`config.mk`:
```
export PLATFORM = sky130hd
export DESIGN_NAME = host_port
export DESIGN_NICKNAME = d
export VERILOG_FILES = /design/src/design/host_port_pkg.sv /design/src/design/settle_timer.sv /design/src/design/host_port.sv
export SDC_FILE = /design/constraint.sdc
export NUM_CORES = 1
export LEC_CHECK = 0
export ABC_AREA = 1
export ABC_CLOCK_PERIOD_IN_PS = 1900
export BUFFER_PORTS_ARGS = -buffer_cell sky130_fd_sc_hd__buf_2
export CAP_MARGIN = 20
export CORE_ASPECT_RATIO = 1.5
export CORE_MARGIN = 2
export CORE_UTILIZATION = 52
export DETAILED_ROUTE_END_ITERATION = 6
export PLACE_DENSITY = 0.81
export SETUP_SLACK_MARGIN = 0.15
export SLEW_MARGIN = 5
export SYNTH_ARGS = -nofsm -noshare
export SYNTH_HDL_FRONTEND = slang
export SYNTH_SLANG_ARGS = --single-unit
```
`constraint.sdc`:
```
create_clock -name clk_sys -period 1.9 [get_ports clk_sys]
set_input_delay 0.19 -clock clk_sys [delete_from_list [all_inputs] [get_ports clk_sys]]
set_output_delay 0.19 -clock clk_sys [all_outputs]
set_load 0.02 [all_outputs]
```
`src/design/host_port_pkg.sv`:
```
// host port package: pin bundle, word addresses, reset values, delays
// assumes a 16-bit sram-like host bus sampled on clk_sys at 250 MHz
package host_port_pkg;

	// ****************************************
	// timing
	// ****************************************
	localparam int CLK_PERIOD_NS = 4; // clk_sys period
	localparam int TX_LEVEL_MAX_NS = 165; // longest lag of tx level update
	localparam int CFG_SETTLE_NS = 165; // config write side effect lag
	localparam int PM_SETTLE_NS = 330; // power control side effect lag
	// longest times round down to whole cycles
	localparam int TX_LEVEL_MAX_CYC = TX_LEVEL_MAX_NS / CLK_PERIOD_NS;
	localparam int CFG_SETTLE_CYC = CFG_SETTLE_NS / CLK_PERIOD_NS;
	localparam int PM_SETTLE_CYC = PM_SETTLE_NS / CLK_PERIOD_NS;
	localparam int SETTLE_W = 7; // holds counts up to 127
	// pin change to fetch or commit; a read pays it too, so the settle
	// count is cut by it or a host keeping the gap would see stale data
	localparam int SYNC_LAG_CYC = 3;

	// ****************************************
	// widths
	// ****************************************
	localparam int DATA_W = 16;
	localparam int ADDR_W = 7; // word address, byte lane bit dropped
	localparam int TX_LEVEL_W = 12;

	// ****************************************
	// word addresses
	// ****************************************
	localparam logic [6:0] ADDR_RX_DATA = 7'h00;
	localparam logic [6:0] ADDR_TX_DATA = 7'h10;
	localparam logic [6:0] ADDR_IDENT = 7'h28;
	localparam logic [6:0] ADDR_BYTE_TEST = 7'h32;
	localparam logic [6:0] ADDR_HW_CONFIG = 7'h3a;
	localparam logic [6:0] ADDR_RX_FIFO_INFO = 7'h3c;
	localparam logic [6:0] ADDR_TX_FIFO_INFO = 7'h40;
	localparam logic [6:0] ADDR_PM_CONTROL = 7'h42;
	localparam logic [6:0] ADDR_RX_DROP = 7'h50;

	// ****************************************
	// reset and fixed values
	// ****************************************
	localparam logic [15:0] IDENT_VALUE = 16'h5a01; // arbitrary value
	localparam logic [15:0] BYTE_TEST_VALUE = 16'h4321; // arbitrary value
	localparam logic [15:0] HW_CONFIG_RESET = 16'h0000;
	localparam logic [15:0] PM_CONTROL_RESET = 16'h0000;
	localparam logic [15:0] ZERO_WORD = 16'h0000;

	// host pins as seen by the device
	typedef struct packed {
		logic chip_select_n;
		logic read_strobe_n;
		logic write_strobe_n;
		logic fifo_sel; // direct fifo access, high order address
		logic [ADDR_W-1:0] addr;
		logic [DATA_W-1:0] data;
	} host_pins_t;

	// host port cycle state
	typedef enum logic [1:0] {
		ST_IDLE,
		ST_READ,
		ST_WRITE
	} port_state_t;

endpackage

```
`src/design/settle_timer.sv`:
```
// settle timer: one pulse a fixed number of cycles after start
// assumes start is a one-cycle pulse from clk_sys logic
`timescale 1ns/100ps
`default_nettype none
module settle_timer (
	// clock and reset
	input wire logic clk_sys,
	input wire logic nrst,
	// control
	input wire logic start,
	input wire logic [host_port_pkg::SETTLE_W-1:0] delay,
	// result
	output logic done
);
	import host_port_pkg::*;

	logic [SETTLE_W-1:0] count_reg, count_next; // cycles left
	logic busy_reg, busy_next; // counting
	logic done_reg, done_next; // expiry pulse

	// ****************************************
	// countdown, a restart pushes the expiry out
	// ****************************************
	always_comb begin
		count_next = count_reg;
		busy_next = busy_reg;
		done_next = 1'b0;
		if (start) begin
			count_next = delay;
			busy_next = 1'b1;
		end else if (busy_reg) begin
			// delay of one or less expires at once
			if (count_reg <= SETTLE_W'(1)) begin
				busy_next = 1'b0;
				done_next = 1'b1;
			end else begin
				count_next = count_reg - SETTLE_W'(1);
			end
		end
	end

	// registers only
	always_ff @(posedge clk_sys) begin
		if (!nrst) begin
			count_reg <= '0;
			busy_reg <= 1'b0;
			done_reg <= 1'b0;
		end else begin
			count_reg <= count_next;
			busy_reg <= busy_next;
			done_reg <= done_next;
		end
	end

	assign done = done_reg;

endmodule
`default_nettype wire

```
`src/design/host_port.sv`:
```
// host port: sram-like 16-bit device side with fifo windows
// assumes host pins are asynchronous; core side runs on clk_sys
`timescale 1ns/100ps
`default_nettype none
module host_port (
	// clock and reset
	input wire logic clk_sys,
	input wire logic nrst,
	// host pins
	input wire host_port_pkg::host_pins_t pins,
	output logic [host_port_pkg::DATA_W-1:0] data_out,
	output logic data_oe,
	// receive side of the core
	input wire logic [host_port_pkg::DATA_W-1:0] rx_data,
	input wire logic [host_port_pkg::DATA_W-1:0] rx_info,
	input wire logic rx_dropped,
	output logic rx_pop,
	// transmit side of the core
	output logic [host_port_pkg::DATA_W-1:0] tx_word,
	output logic tx_push,
	input wire logic tx_taken,
	// configuration seen by the core
	output logic [host_port_pkg::DATA_W-1:0] hw_config,
	output logic [host_port_pkg::DATA_W-1:0] pm_control
);
	import host_port_pkg::*;

	// ****************************************
	// pin synchroniser
	// ****************************************
	host_pins_t sync1_reg, sync2_reg; // first stage feeds second only

	// pins are asynchronous to clk_sys, two stages before use
	always_ff @(posedge clk_sys) begin
		if (!nrst) begin
			sync1_reg <= '{1'b1, 1'b1, 1'b1, 1'b0, '0, '0};
			sync2_reg <= '{1'b1, 1'b1, 1'b1, 1'b0, '0, '0};
		end else begin
			sync1_reg <= pins;
			sync2_reg <= sync1_reg;
		end
	end

	logic rd_act; // read strobe pair asserted
	logic wr_act; // write strobe pair asserted
	// either strobe deasserting ends a cycle, so cs or strobe controls
	assign rd_act = !sync2_reg.chip_select_n && !sync2_reg.read_strobe_n;
	assign wr_act = !sync2_reg.chip_select_n && !sync2_reg.write_strobe_n;

	// ****************************************
	// state
	// ****************************************
	port_state_t state_reg, state_next; // cycle tracking
	logic [ADDR_W-1:0] addr_reg, addr_next; // address of last fetch or write
	logic sel_reg, sel_next; // fifo_sel of last fetch or write
	logic [DATA_W-1:0] data_out_reg, data_out_next;
	logic data_oe_reg, data_oe_next;
	logic rx_pop_reg, rx_pop_next;
	logic [DATA_W-1:0] wdata_reg, wdata_next; // last data seen in write
	logic [DATA_W-1:0] tx_word_reg, tx_word_next;
	logic tx_push_reg, tx_push_next;
	logic [TX_LEVEL_W-1:0] tx_level_reg, tx_level_next; // words queued
	logic [DATA_W-1:0] rx_drop_reg, rx_drop_next; // dropped frames
	logic [DATA_W-1:0] hw_pend_reg, hw_pend_next; // written, not applied
	logic [DATA_W-1:0] pm_pend_reg, pm_pend_next;
	logic [DATA_W-1:0] hw_config_reg, hw_config_next;
	logic [DATA_W-1:0] pm_control_reg, pm_control_next;
	logic hw_start, pm_start; // write lands in a settling register
	logic hw_done, pm_done; // side effect becomes visible
	logic [DATA_W-1:0] rd_word; // addressed word

	// ****************************************
	// read mux, values from flops, constants or the core side inputs
	// ****************************************
	always_comb begin
		rd_word = ZERO_WORD;
		if (sync2_reg.fifo_sel) begin
			rd_word = rx_data; // direct fifo read ignores the address
		end else begin
			unique case (sync2_reg.addr)
				ADDR_RX_DATA: rd_word = rx_data;
				ADDR_IDENT: rd_word = IDENT_VALUE;
				ADDR_BYTE_TEST: rd_word = BYTE_TEST_VALUE;
				ADDR_RX_FIFO_INFO: rd_word = rx_info;
				ADDR_RX_DROP: rd_word = rx_drop_reg;
				ADDR_TX_FIFO_INFO: rd_word = DATA_W'(tx_level_reg);
				ADDR_HW_CONFIG: rd_word = hw_config_reg;
				ADDR_PM_CONTROL: rd_word = pm_control_reg;
				default: rd_word = ZERO_WORD; // unmapped reads as zero
			endcase
		end
	end

	// ****************************************
	// cycle decode, read fetch and write commit
	// ****************************************
	always_comb begin
		state_next = state_reg;
		addr_next = addr_reg;
		sel_next = sel_reg;
		data_out_next = data_out_reg;
		data_oe_next = 1'b0;
		rx_pop_next = 1'b0;
		wdata_next = wdata_reg;
		tx_word_next = tx_word_reg;
		tx_push_next = 1'b0;
		hw_start = 1'b0;
		pm_start = 1'b0;
		hw_pend_next = hw_pend_reg;
		pm_pend_next = pm_pend_reg;
		unique case (state_reg)
			ST_IDLE: begin
				if (rd_act) begin
					// pio or direct read starts, fetch at once
					state_next = ST_READ;
					addr_next = sync2_reg.addr;
					sel_next = sync2_reg.fifo_sel;
					data_out_next = rd_word;
					data_oe_next = 1'b1;
					rx_pop_next = sync2_reg.fifo_sel ||
						(sync2_reg.addr == ADDR_RX_DATA);
				end else if (wr_act) begin
					state_next = ST_WRITE;
					addr_next = sync2_reg.addr;
					sel_next = sync2_reg.fifo_sel;
					wdata_next = sync2_reg.data;
				end
			end
			ST_READ: begin
				if (!rd_act) begin
					state_next = ST_IDLE; // drive off at cycle end
				end else begin
					data_oe_next = 1'b1;
					// burst: a new address inside one strobe refetches
					if (sync2_reg.addr != addr_reg ||
						sync2_reg.fifo_sel != sel_reg) begin
						addr_next = sync2_reg.addr;
						sel_next = sync2_reg.fifo_sel;
						data_out_next = rd_word;
						rx_pop_next = sync2_reg.fifo_sel ||
							(sync2_reg.addr == ADDR_RX_DATA);
					end
				end
			end
			ST_WRITE: begin
				if (wr_act) begin
					// data settles late, keep the newest sample
					wdata_next = sync2_reg.data;
				end else begin
					// commit at the trailing strobe edge
					state_next = ST_IDLE;
					if (sel_reg || addr_reg == ADDR_TX_DATA) begin
						tx_word_next = wdata_reg;
						tx_push_next = 1'b1;
					end else if (addr_reg == ADDR_HW_CONFIG) begin
						hw_pend_next = wdata_reg;
						hw_start = 1'b1;
					end else if (addr_reg == ADDR_PM_CONTROL) begin
						pm_pend_next = wdata_reg;
						pm_start = 1'b1;
					end
					// other addresses are read only, write ignored
				end
			end
		endcase
	end

	// ****************************************
	// side effects: levels, counters, delayed configuration
	// ****************************************
	always_comb begin
		tx_level_next = tx_level_reg;
		// level follows the push one cycle later, well inside the limit
		if (tx_push_reg && !tx_taken) begin
			tx_level_next = tx_level_reg + TX_LEVEL_W'(1);
		end else if (!tx_push_reg && tx_taken && tx_level_reg != '0) begin
			tx_level_next = tx_level_reg - TX_LEVEL_W'(1);
		end
		rx_drop_next = rx_drop_reg;
		if (rx_dropped) begin
			rx_drop_next = rx_drop_reg + DATA_W'(1);
		end
		// applied values lag writes, readers must wait
		hw_config_next = hw_done ? hw_pend_reg : hw_config_reg;
		pm_control_next = pm_done ? pm_pend_reg : pm_control_reg;
	end

	settle_timer u_hw_settle (
		.clk_sys(clk_sys),
		.nrst(nrst),
		.start(hw_start),
		.delay(SETTLE_W'(CFG_SETTLE_CYC - SYNC_LAG_CYC)),
		.done(hw_done)
	);

	settle_timer u_pm_settle (
		.clk_sys(clk_sys),
		.nrst(nrst),
		.start(pm_start),
		.delay(SETTLE_W'(PM_SETTLE_CYC - SYNC_LAG_CYC)),
		.done(pm_done)
	);

	// registers only
	always_ff @(posedge clk_sys) begin
		if (!nrst) begin
			state_reg <= ST_IDLE;
			addr_reg <= '0;
			sel_reg <= 1'b0;
			data_out_reg <= ZERO_WORD;
			data_oe_reg <= 1'b0;
			rx_pop_reg <= 1'b0;
			wdata_reg <= ZERO_WORD;
			tx_word_reg <= ZERO_WORD;
			tx_push_reg <= 1'b0;
			tx_level_reg <= '0;
			rx_drop_reg <= ZERO_WORD;
			hw_pend_reg <= HW_CONFIG_RESET;
			pm_pend_reg <= PM_CONTROL_RESET;
			hw_config_reg <= HW_CONFIG_RESET;
			pm_control_reg <= PM_CONTROL_RESET;
		end else begin
			state_reg <= state_next;
			addr_reg <= addr_next;
			sel_reg <= sel_next;
			data_out_reg <= data_out_next;
			data_oe_reg <= data_oe_next;
			rx_pop_reg <= rx_pop_next;
			wdata_reg <= wdata_next;
			tx_word_reg <= tx_word_next;
			tx_push_reg <= tx_push_next;
			tx_level_reg <= tx_level_next;
			rx_drop_reg <= rx_drop_next;
			hw_pend_reg <= hw_pend_next;
			pm_pend_reg <= pm_pend_next;
			hw_config_reg <= hw_config_next;
			pm_control_reg <= pm_control_next;
		end
	end

	assign data_out = data_out_reg;
	assign data_oe = data_oe_reg;
	assign rx_pop = rx_pop_reg;
	assign tx_word = tx_word_reg;
	assign tx_push = tx_push_reg;
	assign hw_config = hw_config_reg;
	assign pm_control = pm_control_reg;
endmodule
`default_nettype wire

```
After elaboration in Yosys (flattened, before gate mapping)
Cells that the tools add are included.
{"block": "totals", "reg_bits": 225, "elab_cells": 168}
{"block": "classes", "add_sub_neg": 5, "n_lt_le_gt_ge": 2, "n_eq_ne": 23, "mux": 55, "n_bitwise": 9, "n_reduce_logical": 39}
{"cell": "$pmux 16 s8", "n": 1}
{"cell": "$mux 16", "n": 6}
{"cell": "$pmux 16 s2", "n": 2}
{"cell": "$mux 7", "n": 7}
{"cell": "$eq 7x6->1 const B", "n": 5}
{"cell": "$eq 7x7->1 const B", "n": 4}
{"cell": "$mux 1", "n": 26}
{"cell": "$mux 12", "n": 2}
{"cell": "$mux 6", "n": 3}
{"cell": "$add 16x1->16 const B", "n": 1}
{"cell": "$ne 2x2->1 const B", "n": 8}
{"cell": "$le 7x1->1 const B", "n": 2}
{"cell": "$pmux 7 s2", "n": 1}
{"cell": "$sub 7x1->7 const B", "n": 2}
{"cell": "$add 12x1->12 const B", "n": 1}
{"cell": "$reduce_and 2->1", "n": 6}
{"cell": "$reduce_and 4->1", "n": 3}
{"cell": "$reduce_bool 12->1", "n": 1}
{"cell": "$sub 12x1->12 const B", "n": 1}
{"cell": "$reduce_bool 2->1", "n": 5}
{"cell": "$not 1->1", "n": 9}
{"cell": "$reduce_or 3->1", "n": 3}
{"cell": "$mux 2", "n": 4}
{"cell": "$eq 7x5->1 const B", "n": 1}
{"cell": "15 further kinds", "n": 29}

Longest topological paths before layout
{"block": "depth", "depth_word": 8, "ltp_mapped": 13}

Hierarchy
Synthesis repeated with hierarchy kept, for this count alone.
{"block": "hier_totals", "hier_cells": 1543, "area_unflattened_um2": 10581.4}
{"module": "host_port", "n_inst": 1, "cells_each": 1349, "area_each_um2": 9297.7, "seq_area_each_um2": 4144.0}
{"module": "settle_timer", "n_inst": 2, "cells_each": 97, "area_each_um2": 641.9, "seq_area_each_um2": 180.2}

Worst setup path before layout
OpenSTA, ideal clock, no wires.
{"block": "synth_path", "path_type": "register to register", "from": "register tx_push_reg (netlist: tx_push)", "to": "register tx_level_reg[9]", "setup_time_ns": 0.109, "t_arrival_ns": 1.870, "path_slack_ns": -0.079, "path_stages_with_launch": 13, "n_path_buf": 0, "period_less_slack_ns": 1.979, "cell_sequence": "dfxtp_1 > nand2_1 > ha_1 > a21oi_1 > nand2_1 > nand2_1 > nand3_1 > nand2_1 > nand2_1 > nand2_1 > nand3_1 > nand2_1 > inv_1"}
{"block": "synth_via", "elab_chain_cells": 4, "elab_cells_between_ends": 6, "classes_between": "mux (1); reduce/logical (5)"}
{"element": "from (decl)", "line_no": "host_port.sv:61", "text": "logic tx_push_reg, tx_push_next;"}
{"element": "from (signal assigned)", "line_no": "host_port.sv:231", "text": "tx_push_reg <= tx_push_next;"}
{"element": "$logic_not 1->1", "line_no": "host_port.sv:176", "text": "end else if (!tx_push_reg && tx_taken && tx_level_reg != '0) begin"}
{"element": "$logic_and 1x1->1 (2 in series)", "line_no": "host_port.sv:176"}
{"element": "$reduce_bool 2->1 (no line)"}
{"element": "to (signal assigned)", "line_no": "host_port.sv:232", "text": "tx_level_reg <= tx_level_next;"}
{"element": "to (decl)", "line_no": "host_port.sv:62", "text": "logic [TX_LEVEL_W-1:0] tx_level_reg, tx_level_next;"}
Parallel ways exist; a longest one is shown, timed or not.
A chain may end at the register's enable or synchronous reset.

Final worst setup path
{"block": "layout_path", "from": "register tx_push_reg (netlist: tx_push)", "to": "register tx_level_reg[5]"}
The elaborated chain is that of the path after synthesis.

==> out/results.ini <==
[detailed_routing]
ant_nets = 0
avgViaCountPerCell = 5.403
top_layer_used = met4
met2_length_microns = 14440
detail_route.wl_per_cell_microns = 15.89
drc = 0
vias = 10140
wl_met3_microns = 1934
wl_met1_microns = 10960
first_pass_iters = 7
drt_iter0_drc = 1084
routed_wl_microns = 29820

[placed_design]
placed_cell_area_sq_um = 10940
gp_congestion = 1.004
portBuffers = 129
dp_hpwl_microns = 19970

[worst_setup_path]
critical_path.top_delay_family = flip-flops
reg2reg_depth = 8
reg2reg_to = tx_level_reg[5]
path_common_cell = a21oi_1
rrSetupSlack_ns = 0.11
critPathArrivalTime_ns = 2.20
worstPathRequired_ns = 2.31
path_max_fanout = 7
worst-path-buf-inv = 1
crit_type = reg2reg
cp-end-kind = flip-flop
r2r_start = tx_push
start_kind = flip-flop
max_stage_delay_ns = 0.42
cpMaxStageDelayCell = dfxtp_4
crit_chain = nand2_8 -> ha_4 -> a21oi_2 -> nand2_2 -> buf_4 -> a21oi_1 -> xor2_1 -> a21oi_1

[floorplan]
start_util_pct = 52.58
dieArea_sq_um = 20290
core_area_sq_um = 18930
io_pins = 130
die_y_microns = 173.4
core.rowCount = 62
chipWidth_microns = 117.0

[layout]
final_common_cell = nor2_1
layout_common_cells = nor2_1 (301), nand2_1 (245), dfxtp_1 (217), nand3_1 (148), inv_1 (136)
utilization_pct = 66.78
layout-drive-gt1-share_pct = 19.25
fillers = 1605
fin_nets = 1688
antennaDiodeCount = 0
area_growth_pct = 27.00
design_area_sq_um = 12640

[synthesis]
ys_types = 38
syn_area_per_cell_sq_um = 6.955
ys_seq_area_share_pct = 45.25
syn_nets = 1513
yosys_warnings = 0
ys_seq_elements = 225
synthCells = 1431
synth_area_sq_um = 9953

[pwr]
p_per_area_nw_per_um2 = 1125
finalPower_mw = 14.22
power_leakage_nw = 6.145
vdd_drop_max_mv = 0.7441

[timing]
setup-violations-final = 0
hold_violations = 0
worst_pin_slew_ns = 0.5676
rsz0062_at_grt = true
fmax_ghz = 0.5574
slew_headroom_pct = 62.11
min_period_ns = 1.794
tns_ns = 0
period_share_pct = 94.42
finalClockSkew_ns = 0.01575
slew_viol_final = 0

[min_path]
hold_depth = 5
min_from = rx_data[5]
hp-class = in2reg
min_to = data_out[5]

[global_route]
grt_usage_pct = 28.35
grt_pass1_vias = 9476
grt_max_degree = 101
antenna_found_initial = 0
grt-ovfl-total = 0
grt_pass1_wl_microns = 45990

[clock_tree]
htreeDepth = 1
path_clk_slew_ns = 0.07
clk_latency_ns = 0.52
cts_buffers = 22
root_buffer = clkbuf_16
clk_path_buf_depth = 3
cts_tree = done
clock-sinks = 225

[job]
maxCapViolations = 0

[status]
status = complete, no violations

synthesized netlist by cell type, drive strengths merged:
cell type / n / area [sq um]
or2: 8 / 50.05
and3: 3 / 18.77
fa: 1 / 20.02
nand3: 155 / 800.8
nor3b: 4 / 30.03
o21bai: 3 / 22.52
dfxtp: 225 / 4504
nand2: 260 / 988.4
nor3: 10 / 50.05
buf: 29 / 163.9
clkinv: 2 / 7.510
o21ai: 111 / 559.3
xor2: 5 / 43.79
o211ai: 1 / 7.510
a21o: 3 / 22.52
a21oi: 58 / 294.0
inv: 144 / 540.5
a31oi: 2 / 12.51
ha: 18 / 225.2
nand4: 22 / 137.6
nand3b: 1 / 7.510
xnor2: 8 / 70.07
clkbuf: 35 / 132.6
o21a: 1 / 7.510
and2: 1 / 6.260
nor2: 321 / 1230
tightest hold or removal path: cells and delay by family:
| family | cells | cell delay (ns) |
|---|---|---|
| and+or+nand+nor | 4 | 0.23 |
| buffers and inverters | 1 | 0.09 |
report_power, final:
part / internal (mW) / switching (mW)
clock network: 2.65 / 1.88
registers: 5.10 / 0.383
logic: 1.71 / 2.50
cells by family after synthesis:
group,synth area share [%]
AND/OR/NAND/NOR,33.35
flip-flops,45.25
buffers and inverters,8.485
AO/OA/AOI/OAI,9.302
adder cells (fa/ha/maj),2.464
XOR/XNOR,1.144
worst max-delay path by stage:
stage	start	endpoint	slack (ns)	cells after the start
CTS	state_reg[1]	data_out[2]	0.12	11
global route	tx_push	tx_level_reg[5]	0.03	8
detailed placement	sync2_reg[20]	data_out[8]	0.03	9
finish	tx_push	tx_level_reg[5]	0.11	8
floorplan	tx_push	tx_level_reg[9]	0.21	12
global placement	sync2_reg[21]	data_out[5]	0.04	9
metal layers:
layer  track usage [%]  up-vias
li1                  -     4922
met1             32.43     4600
met2             47.28      462
met3             4.196      158
met4             20.15        0
met5                 0        -
stage by stage:
stage                     setup WS (ns)  cells  hold slack (ns)
after floorplan                  0.2063   1431           0.2876
after detailed placement        0.03083   1784           0.3727
after global placement          0.03663   1784           0.3713
final                            0.1061   1877          0.03307
after global routing            0.03474   1877          0.04666
after CTS                        0.1208   1855          0.02797
what timing repair did:
action,4_1_cts,5_1_grt
gates resized for setup,11,76
cloned,2,4
hold buffers,28,0
buffers inserted,2,18
endpoints found under the hold margin,28,0
pin swaps,1,17
setup endpoints to repair,63,92
cell type report:
type,count,area (sq um),area share (%)
clock buffers,30,640.6,5.068
clock inverters,9,117.6,0.9304
inverters,146,556.8,4.405
multi-input cells,1001,5005,39.59
flip-flops and latches,225,4517,35.73
well taps,256,320.3,2.534
repair buffers,210,1484,11.74
No activity file was read; power rests on OpenSTA's default activity.
